## config.mk

```make
export PLATFORM = sky130hd
export DESIGN_NAME = port_a_ctrl
export DESIGN_NICKNAME = d
export VERILOG_FILES = /design/src/port_a_pkg.sv /design/src/pin_sync.sv /design/src/pin_mux.sv /design/src/port_a_ctrl.sv
export VERILOG_INCLUDE_DIRS = /design/src /design/src/src
export SDC_FILE = /design/constraint.sdc
export NUM_CORES = 1
export LEC_CHECK = 0
export BUFFER_PORTS_ARGS = -buffer_cell sky130_fd_sc_hd__buf_2
export CORE_MARGIN = 4
export CORE_UTILIZATION = 49
export CTS_CLUSTER_DIAMETER = 80
export CTS_CLUSTER_SIZE = 25
export DETAILED_ROUTE_END_ITERATION = 10
export PLACE_DENSITY = 0.89
export SKIP_CTS_REPAIR_TIMING = 1
export SYNTH_ARGS = -nofsm -noshare
export SYNTH_HDL_FRONTEND = slang
export SYNTH_SLANG_ARGS = --single-unit
```

## constraint.sdc

```tcl
create_clock -name core_clk -period 3.4 [get_ports core_clk]
set_clock_uncertainty 0.2 [all_clocks]
set_input_delay 0.68 -clock core_clk [delete_from_list [all_inputs] [get_ports core_clk]]
set_output_delay 0.68 -clock core_clk [all_outputs]
set_load 0.01 [all_outputs]
```

## src/port_a_defs.svh

```systemverilog
// register offsets, field masks and reset values of the port A pin control block
`ifndef PORT_A_DEFS_SVH
`define PORT_A_DEFS_SVH

// ----------------------------------------------------------------------------
// register offsets (byte addresses on the 24-bit register port)
// ----------------------------------------------------------------------------
`define PA_DATA_ADDR   24'hffffe9
`define PA_PULL_ADDR   24'hff0019
`define PA_FUNC_ADDR   24'hff0009
`define PA_DIR_ADDR    24'hfffff9

// ----------------------------------------------------------------------------
// implemented bits of each register, unimplemented bits read zero
// ----------------------------------------------------------------------------
`define PA_FUNC_MASK   8'hf4
`define PA_DIR_MASK    8'hf0
`define PA_DATA_MASK   8'hf0
`define PA_PULL_MASK   8'hf0
`define PA_ANALOG_BIT  2
`define PA_PIN_LO      4
`define PA_PIN_HI      7

// ----------------------------------------------------------------------------
// reset values
// ----------------------------------------------------------------------------
`define PA_FUNC_RST    8'h00
`define PA_DIR_RST     8'h00
`define PA_DATA_RST    8'h00
`define PA_PULL_RST    8'h00

`endif

```

## src/port_a_pkg.sv

```systemverilog
// types shared by the port A pin control modules
package port_a_pkg;

    typedef logic [7:0]  byte_t;
    typedef logic [23:0] addr_t;

    // software visible state of the port plus the read data register
    typedef struct packed {
        byte_t func;
        byte_t dir;
        byte_t data;
        byte_t pull;
        byte_t rdata;
    } regs_s;

endpackage

```

## src/pin_sync.sv

```systemverilog
// two flip-flop synchroniser for the pin levels
`timescale 1ns/100ps
module pin_sync
    import port_a_pkg::*;
#(
    parameter int WIDTH = 4
)(
    // clock and reset
    input  wire logic             core_clk,
    input  wire logic             nrst,
    // asynchronous levels in, synchronised levels out
    input  wire logic [WIDTH-1:0] async_in,
    output logic      [WIDTH-1:0] sync_out
);

    typedef struct packed {
        logic [WIDTH-1:0] meta;
        logic [WIDTH-1:0] sync;
    } sync_s;

    sync_s s_q;
    sync_s s_d;

    // first stage only feeds the second, nothing else looks at it
    always_comb
    begin
        s_d      = s_q;
        s_d.meta = async_in;
        s_d.sync = s_q.meta;
    end

    always_ff @(posedge core_clk)
    begin
        if (!nrst)
            s_q <= '0;
        else
            s_q <= s_d;
    end

    assign sync_out = s_q.sync;

endmodule

```

## src/pin_mux.sv

```systemverilog
// per-pin selection between general i/o and the mapped alternate function
`timescale 1ns/100ps
module pin_mux
    import port_a_pkg::*;
#(
    parameter int WIDTH = 4
)(
    // register fields
    input  wire logic [WIDTH-1:0] func,
    input  wire logic [WIDTH-1:0] dir,
    input  wire logic [WIDTH-1:0] data,
    input  wire logic [WIDTH-1:0] pull,
    // alternate function from the mapping controller
    input  wire logic [WIDTH-1:0] alt_out,
    input  wire logic [WIDTH-1:0] alt_oe,
    // pin side
    output logic      [WIDTH-1:0] pin_out,
    output logic      [WIDTH-1:0] pin_oe_n,
    output logic      [WIDTH-1:0] pullup_en
);

    logic [WIDTH-1:0] drive;

    // function bit picks the source, direction only counts in general i/o mode
    always_comb
    begin
        drive     = (~func & dir) | (func & alt_oe);
        pin_out   = (func & alt_out) | (~func & data);
        pin_oe_n  = ~drive;
        // pull-up only on a pin that is not being driven
        pullup_en = pull & ~drive;
    end

endmodule

```

## src/port_a_ctrl.sv

```systemverilog
// port A multiplexed pin control: mode, direction, data and pull-up registers
//
// How it works
// mode bit 0 gives pins 7..4 to general i/o, 1 to the mapped function.
// mode bit 2 routes neighbour pin 0 to analog channel zero when set.
// mode bits 3,1,0 and direction bits 3..0 always read zero.
// in general i/o, direction 1 drives the pin, 0 leaves it input.
// port pins are offered as analog inputs to converter units 1 and 2.
// data read gives stored value on outputs, live pin level on inputs.
// pull-up acts only on pins that are inputs; software clears it for analog.
// after reset every pin is a general i/o input, no alternate or analog.
`timescale 1ns/100ps
`include "port_a_defs.svh"
module port_a_ctrl
    import port_a_pkg::*;
#(
    parameter int PINS = 4
)(
    // clock and reset
    input  wire logic            core_clk,
    input  wire logic            nrst,
    // register port
    input  wire logic [23:0]     reg_addr,
    input  wire logic [7:0]      reg_wdata,
    input  wire logic            reg_wr,
    input  wire logic            reg_rd,
    output logic      [7:0]      reg_rdata,
    // port pins 7..4
    input  wire logic [PINS-1:0] pin_in,
    output logic      [PINS-1:0] pin_out,
    output logic      [PINS-1:0] pin_oe_n,
    output logic      [PINS-1:0] pin_pullup_en,
    // mapping controller side
    input  wire logic [PINS-1:0] alt_out,
    input  wire logic [PINS-1:0] alt_oe,
    output logic      [PINS-1:0] alt_in,
    output logic      [PINS-1:0] alt_sel,
    // analog converter side
    output logic      [PINS-1:0] adc_pin_avail,
    output logic                 nbr_pin0_analog,
    output logic                 nbr_pin0_gpio
);

    // ------------------------------------------------------------------------
    // helpers
    // ------------------------------------------------------------------------

    // address compare, used by both write and read decode
    function automatic logic hit(input addr_t a, input addr_t target);
        return a == target;
    endfunction

    // data read view: stored bit on outputs, pin level on inputs
    function automatic byte_t data_view(input byte_t dir, input byte_t data,
                                        input byte_t lvl);
        return ((dir & data) | (~dir & lvl)) & `PA_DATA_MASK;
    endfunction

    // ------------------------------------------------------------------------
    // state and pin level synchroniser
    // ------------------------------------------------------------------------

    regs_s            s_q;
    regs_s            s_d;
    logic [PINS-1:0]  pin_sync_lvl;
    byte_t            lvl_byte;

    pin_sync #(
        .WIDTH    (PINS)
    ) u_sync (
        .core_clk (core_clk),
        .nrst     (nrst),
        .async_in (pin_in),
        .sync_out (pin_sync_lvl)
    );

    // pins occupy bits 7..4 of every register
    assign lvl_byte = {pin_sync_lvl, 4'h0};

    // ------------------------------------------------------------------------
    // register writes and read data
    // ------------------------------------------------------------------------

    // read data stands for exactly one cycle after the strobe, zero elsewhere
    always_comb
    begin
        s_d       = s_q;
        s_d.rdata = 8'h00;
        if (reg_wr)
        begin
            // unimplemented bits are never stored
            if (hit(reg_addr, `PA_FUNC_ADDR))
                s_d.func = reg_wdata & `PA_FUNC_MASK;
            if (hit(reg_addr, `PA_DIR_ADDR))
                s_d.dir  = reg_wdata & `PA_DIR_MASK;
            if (hit(reg_addr, `PA_DATA_ADDR))
                s_d.data = reg_wdata & `PA_DATA_MASK;
            if (hit(reg_addr, `PA_PULL_ADDR))
                s_d.pull = reg_wdata & `PA_PULL_MASK;
        end
        if (reg_rd)
        begin
            if (hit(reg_addr, `PA_FUNC_ADDR))
                s_d.rdata = s_q.func & `PA_FUNC_MASK;
            else if (hit(reg_addr, `PA_DIR_ADDR))
                s_d.rdata = s_q.dir & `PA_DIR_MASK;
            else if (hit(reg_addr, `PA_DATA_ADDR))
                s_d.rdata = data_view(s_q.dir, s_q.data, lvl_byte);
            else if (hit(reg_addr, `PA_PULL_ADDR))
                s_d.rdata = s_q.pull & `PA_PULL_MASK;
            else
                s_d.rdata = 8'h00;                      // unmapped reads zero
        end
    end

    // all-zero reset leaves every pin a plain input
    always_ff @(posedge core_clk)
    begin
        if (!nrst)
        begin
            s_q.func  <= `PA_FUNC_RST;
            s_q.dir   <= `PA_DIR_RST;
            s_q.data  <= `PA_DATA_RST;
            s_q.pull  <= `PA_PULL_RST;
            s_q.rdata <= 8'h00;
        end
        else
            s_q <= s_d;
    end

    assign reg_rdata = s_q.rdata;

    // ------------------------------------------------------------------------
    // pin multiplexing
    // ------------------------------------------------------------------------

    pin_mux #(
        .WIDTH     (PINS)
    ) u_mux (
        .func      (s_q.func[`PA_PIN_HI:`PA_PIN_LO]),
        .dir       (s_q.dir[`PA_PIN_HI:`PA_PIN_LO]),
        .data      (s_q.data[`PA_PIN_HI:`PA_PIN_LO]),
        .pull      (s_q.pull[`PA_PIN_HI:`PA_PIN_LO]),
        .alt_out   (alt_out),
        .alt_oe    (alt_oe),
        .pin_out   (pin_out),
        .pin_oe_n  (pin_oe_n),
        .pullup_en (pin_pullup_en)
    );

    // ------------------------------------------------------------------------
    // alternate and analog routing
    // ------------------------------------------------------------------------

    // alternate inputs always see the synchronised pin, the select tells which
    assign alt_sel         = s_q.func[`PA_PIN_HI:`PA_PIN_LO];
    assign alt_in          = pin_sync_lvl;
    // analog sampling is only meaningful while nothing drives the pin
    assign adc_pin_avail   = pin_oe_n;
    assign nbr_pin0_analog = s_q.func[`PA_ANALOG_BIT];
    assign nbr_pin0_gpio   = ~s_q.func[`PA_ANALOG_BIT];
endmodule

```

==> results of run 1 <==
## synthesized netlist by cell type (all sizes together)
cell type / number / area share
mux2: 4 / 0.027
nor4: 4 / 0.022
nor3: 2 / 0.0060
o21ai: 12 / 0.036
nand2: 1 / 0.0022
o2111ai: 1 / 0.0089
conb: 1 / 0.0022
or2: 4 / 0.015
dfxtp: 30 / 0.36
o32ai: 4 / 0.021
clkinv: 1 / 0.0022
a31oi: 4 / 0.015
o31ai: 5 / 0.022
and4: 8 / 0.043
and2: 14 / 0.052
clkbuf: 2 / 0.0045
nand3: 3 / 0.0089
inv: 11 / 0.025
a21oi: 17 / 0.051
and3: 1 / 0.0037
or3: 1 / 0.0067
and4bb: 1 / 0.0075
nor2: 11 / 0.034
a41oi: 4 / 0.021
nand4: 23 / 0.086
mux2i: 4 / 0.024
buf: 22 / 0.096
## path summary, 6_finish.rpt
path | cells after the start | endpoint
worst max register to register | 3 | reg_rdata[7]
worst min register to register | 1 | u_sync.sync_out[1]
worst min-delay path | 1 | u_sync.sync_out[1]
worst max-delay path | 5 | reg_rdata[7]
## sequential cells by signal, summed over array words and instances (netlist names)
register,cells
alt_sel,4
nbr_pin0_analog,1
reg_rdata,5
u_sync.sync_out,4
s_q,12
u_sync.s_d,4
## stage by stage
| step | total power, mW | setup slack, ps | instance area [sq um] | util | hold slack (ps) |
|---|---|---|---|---|---|
| global route | 0.723 | 1030 | 2030 | 0.643 | 267 |
| finish | 0.690 | 1100 | 2030 | 0.643 | 234 |
| detailed placement | 0.430 | 929 | 1950 | 0.618 | 222 |
| floorplan | 0.395 | 1330 | 1690 | - | 212 |
| global placement | 0.428 | 922 | 1950 | 0.618 | 213 |
| CTS | 0.689 | 1170 | 2030 | 0.643 | 244 |
## power groups by stage
stage          combinational, mW  clock (mW)  sequential [mW]
2_1_floorplan             0.0294           0            0.366
3_3_place_gp              0.0628           0            0.365
3_5_place_dp              0.0650           0            0.365
4_1_cts                   0.0657       0.267            0.357
5_1_grt                   0.0741       0.292            0.357
6_report                  0.0669       0.266            0.357
## cells by family after synthesis
kind of cell / after synthesis
buffers and inverters: 36
other: 1
AO/OA/AOI/OAI: 47
AND/OR/NAND/NOR: 73
flip-flops: 30
multiplexers: 8
## layer usage
layer | vias to the layer above | track usage
li1 | 835 | -
met1 | 793 | 0.275
met2 | 136 | 0.353
met3 | 27 | 0.0658
met4 | 0 | 0.0635
met5 | - | 0
## area by class of cell
type | instances | share of cell area
clock buffers | 8 | 0.0389
flip-flops and latches | 30 | 0.296
repair buffers | 75 | 0.185
well taps | 44 | 0.0272
multi-input cells | 131 | 0.430
inverters | 12 | 0.0222
==> results.md, run 1 <==
* Result of the run: completed
* Number of buffer cells added on primary ports at 75
* Clock tree from TritonCTS: yes
* Slew Limit Headroom at 0.603
* Starting DRC count in detailed routing at 118
* Peak fanout along the critical path at 11
* Transition time of the tightest slew-check pin at 591 ps
* Inserted Diodes at 0
* Width of the die at 66.5 um
* Worst min-delay path class: register to register
* First drt pass iteration count at 5
* Crit-path cells: buf_2 -> nor4_2 -> nand4_1 -> or3_4 -> o32ai_1
* Vias in the first global route at 1579
* R2r startpoint: u_sync.sync_out[3]
* Buffer levels on the longest clock path at 2
* Die footprint at 0.00443 sq mm
* Global-route wire length before repair at 7400 um
* Top layer in use: met4
* Cell row count at 20
* Setup violators final at 0
* Relative contribution of sequential cells to total power at 0.517
* Sequential standard cell area at 601 sq um
* Synthesized area per cell at 8.61 sq um
* Clk sinks at 30
* Clock-pin slew on the worst setup and hold paths at 90 ps
* Clock Root Buffer: clkbuf_4
* Worst reg-to-reg setup slack at 2200 ps
* Post-Synth XOR/XNOR Area at 0
* Initial antenna violation count at 0
* Dominant combinational cell family by area after synthesis: simple AND/OR/NAND/NOR gates
* #FFs+latches synth at 30
* Path type of the worst setup path: primary input to register
* DP Wirelength at 3340 um
* Total negative slack for setup checks at 0 ps
* Power density of the placed cells at 340 mW/mm^2
* NetSw at 0.164 mW
* RSZ-0062 raised after global routing: no
* Initial Utilization at 0.533
* Routed WL per cell at 15.3 um
* Synthesis warning total at 0
* Adder-cell area share of the yosys netlist at 0
* Max-cap violations at 0
* WL met2 at 2110 um
* Combined global-route utilization of all metal layers at 0.217
* Worst path slowest cell: or3_4
* Share of power burned in the clock network at 0.386
* Crit-path leading delay family: simple AND/OR/NAND/NOR gates
* Basic-gate share of the synthesized area counting and, or, nand and nor cells at 0.288
* Maximum number of pins on one net before global-route repair at 22
* Max Clock Freq at 435 MHz
* Crit path launch type: primary input
* Synthesized instance count at 195
* Residual overflow from global routing at 0
* Routed wire length on met3 at 612 um
* Fill cell instance count of the final layout at 297
* Maximum level of the CTS H-tree at 2
* Final Cycle Share at 0.676
* Mux share of post-synthesis cell area at 0.0507
* Clock latency reported for the late side of the worst-skew pair at 340 ps
* Part of the power in combinational logic at 0.097
* Average via count per standard cell at 5.97
* Most frequent cells in the layout: buf_2 (75), dfxtp_1 (30), nand4_1 (23)
* Die extent in y at 66.5 um
* CP arrival at 2330 ps
* Routed WL at 4590 um
* Kind of end point of the critical path: register
* Switching share of power at 0.238
* Internal Dissipation at 0.526 mW
* Combined area of the multi-input logic cells at 872 sq um
* Complex-gate fraction of the synthesized area at 0.174
* DRC violation count after routing at 0
* Minimum period implied by the final worst setup slack at 2300 ps
* Endpoints failing hold at 0
* Floorplan Core Area at 0.00315 sq mm
* Netlist area before placement at 0.00168 sq mm
* Number of buffers created by CTS at 5
* Leakage power figure at 0.839 nW
* Critical path data required time at 3440 ps
* # nets final at 303
* Weighted congestion reported at the end of routability-driven placement at 0.902
* Buffers & Inverters on Critical Path at 1
* Worst VDD drop at 304 uV
* Proportion of layout cells with a drive suffix above 1 at 0.383
* I/O pins at 82
* Post-layout instance count excluding filler cells at 300
* Sequential element share of the synthesized area at 0.358
* Area growth from synthesis to final layout at 20.7%
* Detailed-routing wirelength on met1 at 1730 um
* Number of library cell types mapped by synthesis at 32
* Cells after DPL at 292
* Final Slew Violations at 0
* Detail Route Antenna Nets at 0
* Most frequent standard cell in the layout excluding fill and tap cells: buf_2
* Beginning of the critical path: reg_addr[8]
* Max stage delay on crit path at 590 ps
* Launch point of the worst hold path: u_sync.s_d[1]
* Routed via count at 1791
Power figures use the tool's default switching activity.
==> inputs of run 2 (changes only) <==
CORE_UTILIZATION = 46   (was 49)
PLACE_DENSITY = 0.85   (was 0.89)
clock period = 2.14 ns   (was 3.4 ns; I/O delays follow)
==> run 2 against run 1 <==
  * Critical path depth decreased by 2
  * Via count fell by 0.78%
  * Wire length decreased by 1.3%
  * Power is 65% higher
  * Count of clock-buffer cells in the layout fell by 1
  * Critical endpoint is now pin_pullup_en[2]
  * Largest power group unchanged
  * Highest routed layer unchanged
==> results.md, run 2 (same netlist as run 1, synthesis figures left out) <==
* Result of the run: completed
* Initial antenna violation count at 0 (unchanged)
* Weighted congestion reported at the end of routability-driven placement at 0.861 (-4.5%)
* DRC violation count after routing at 0 (unchanged)
* CP arrival at 1270 ps (-1060 ps)
* Number of buffer cells added on primary ports at 75 (unchanged)
* Sequential standard cell area at 601 sq um (unchanged)
* Largest register by flop count: s_q
* Combined area of the multi-input logic cells at 872 sq um (unchanged)
* Worst min-delay path class: primary input to register
* Fill cell instance count of the final layout at 307 (+3.4%)
* Leakage power figure at 0.870 nW (+3.8%)
* Cell row count at 21 (+5.0%)
* Maximum level of the CTS H-tree at 2 (unchanged)
* Crit path launch type: register
* Initial Utilization at 0.488 (-0.0447)
* Top layer in use: met4
* Endpoints failing hold at 0 (unchanged)
* Routed wire length on met3 at 552 um (-9.8%)
* First drt pass iteration count at 4 (-1)
* Routed WL per cell at 14.7 um (-3.8%)
* Starting DRC count in detailed routing at 148 (+25%)
* Die extent in y at 68.4 um (+2.8%)
* Detailed-routing wirelength on met1 at 1820 um (+5.5%)
* Final Slew Violations at 0 (unchanged)
* Most frequent standard cell in the layout excluding fill and tap cells: buf_2
* Clk sinks at 30 (unchanged)
* Most frequent cells in the layout: buf_2 (75), dfxtp_1 (30), nand4_1 (23)
* Path type of the worst setup path: register to output pin
* Number of flip-flops in the largest register at 12 (unchanged)
* Average via count per standard cell at 5.77 (-3.4%)
* Maximum number of pins on one net before global-route repair at 21 (-4.5%)
* Max-cap violations at 0 (unchanged)
* Routed via count at 1777 (-0.78%)
* Buffer levels on the longest clock path at 2 (unchanged)
* Residual overflow from global routing at 0 (unchanged)
* Worst VDD drop at 317 uV (+4.1%)
* Area growth from synthesis to final layout at 24.3%
* Final Cell Area at 0.00209 sq mm (+3.0%)
* Clock Root Buffer: clkbuf_8
* Clock-pin slew on the worst setup and hold paths at 60 ps (-30 ps)
* I/O pins at 82 (unchanged)
* Combined global-route utilization of all metal layers at 0.199 (-0.0176)
* Vias in the first global route at 1564 (-0.95%)
* Clock latency reported for the late side of the worst-skew pair at 280 ps (-60 ps)
* Power density of the placed cells at 546 mW/mm^2 (+60%)
* Clock tree from TritonCTS: yes
* Detail Route Antenna Nets at 0 (unchanged)
* Width of the die at 68.4 um (+2.8%)
* # nets final at 309 (+2.0%)
* Minimum period implied by the final worst setup slack at 1890 ps
* Critical path data required time at 1510 ps (-1930 ps)
* Kind of end point of the critical path: output pin
* WL met2 at 2090 um (-0.85%)
* Floorplan Core Area at 0.00344 sq mm (+9.2%)
* Global-route wire length before repair at 7040 um (-4.8%)
* Number of buffers created by CTS at 5 (unchanged)
* Total negative slack for setup checks at 0 ps (unchanged)
* RSZ-0062 raised after global routing: no
* Peak fanout along the critical path at 5 (-6)
* Max Clock Freq at 528 MHz
* Die footprint at 0.00468 sq mm (+5.7%)
* Setup violators final at 0 (unchanged)
* Inserted Diodes at 0 (unchanged)
* Proportion of layout cells with a drive suffix above 1 at 0.393 (+0.0103)
* Area after DPL at 0.00200 sq mm (+2.4%)
* Routed WL at 4530 um (-1.3%)
* Final-layout worst hold slack at 152 ps (-81.9 ps)
* DP Wirelength at 3410 um (+1.9%)
* Final Cycle Share at 0.885
run 2: changes by cell type in the layout (fill, tap and decap cells not counted), sizes merged:
| cell | previous run | this run |
|---|---|---|
| buf | 75 | 81 |
| clkbuf | 8 | 7 |
| clkinv | 1 | 2 |
run 2: path summary, 6_finish.rpt:
check	start	to	slack, ps	cells after the start
min reg2reg	u_sync.s_d[0]	u_sync.sync_out[0]	230	1
max	alt_sel[2]	pin_pullup_en[2]	250	3
min	pin_in[3]	u_sync.s_d[3]	150	2
max reg2reg	u_sync.sync_out[0]	reg_rdata[4]	990	3
run 2: layout make-up:
class	instances	share of cell area
Multi-Input combinational cell	131	0.418
Tap cell	46	0.0276
Clock inverter	1	0.00240
Clock buffer	7	0.0414
Inverter	12	0.0216
Sequential cell	30	0.288
Timing Repair Buffer	81	0.201
run 2: report_power, final:
group	total, mW	switching, mW	leakage [nW]	internal, mW
clock	0.463	0.204	0.0482	0.259
combinational	0.108	0.0596	0.579	0.0489
sequential	0.567	0.00174	0.243	0.565
run 2: routing by layer:
layer / vias to the layer above / track usage
met5: - / 0
met4: 0 / 0.0695
met3: 10 / 0.0460
met2: 121 / 0.313
met1: 795 / 0.265
li1: 851 / -
run 2: critical path, cell delays in order, from the launching register on:
cell and delay (ps):
dfxtp_1 440, mux2i_1 280, and2_1 150, buf_2 120
run 2: stage by stage:
| step | power (mW) | utilization | std cells | setup slack [ps] |
|---|---|---|---|---|
| CTS | 1.15 | 0.606 | 308 | 216 |
| global route | 1.19 | 0.606 | 308 | 111 |
| global placement | 0.683 | 0.580 | 300 | 141 |
| finish | 1.14 | 0.606 | 308 | 246 |
| detailed placement | 0.687 | 0.580 | 300 | 138 |
| floorplan | 0.628 | - | 197 | 449 |
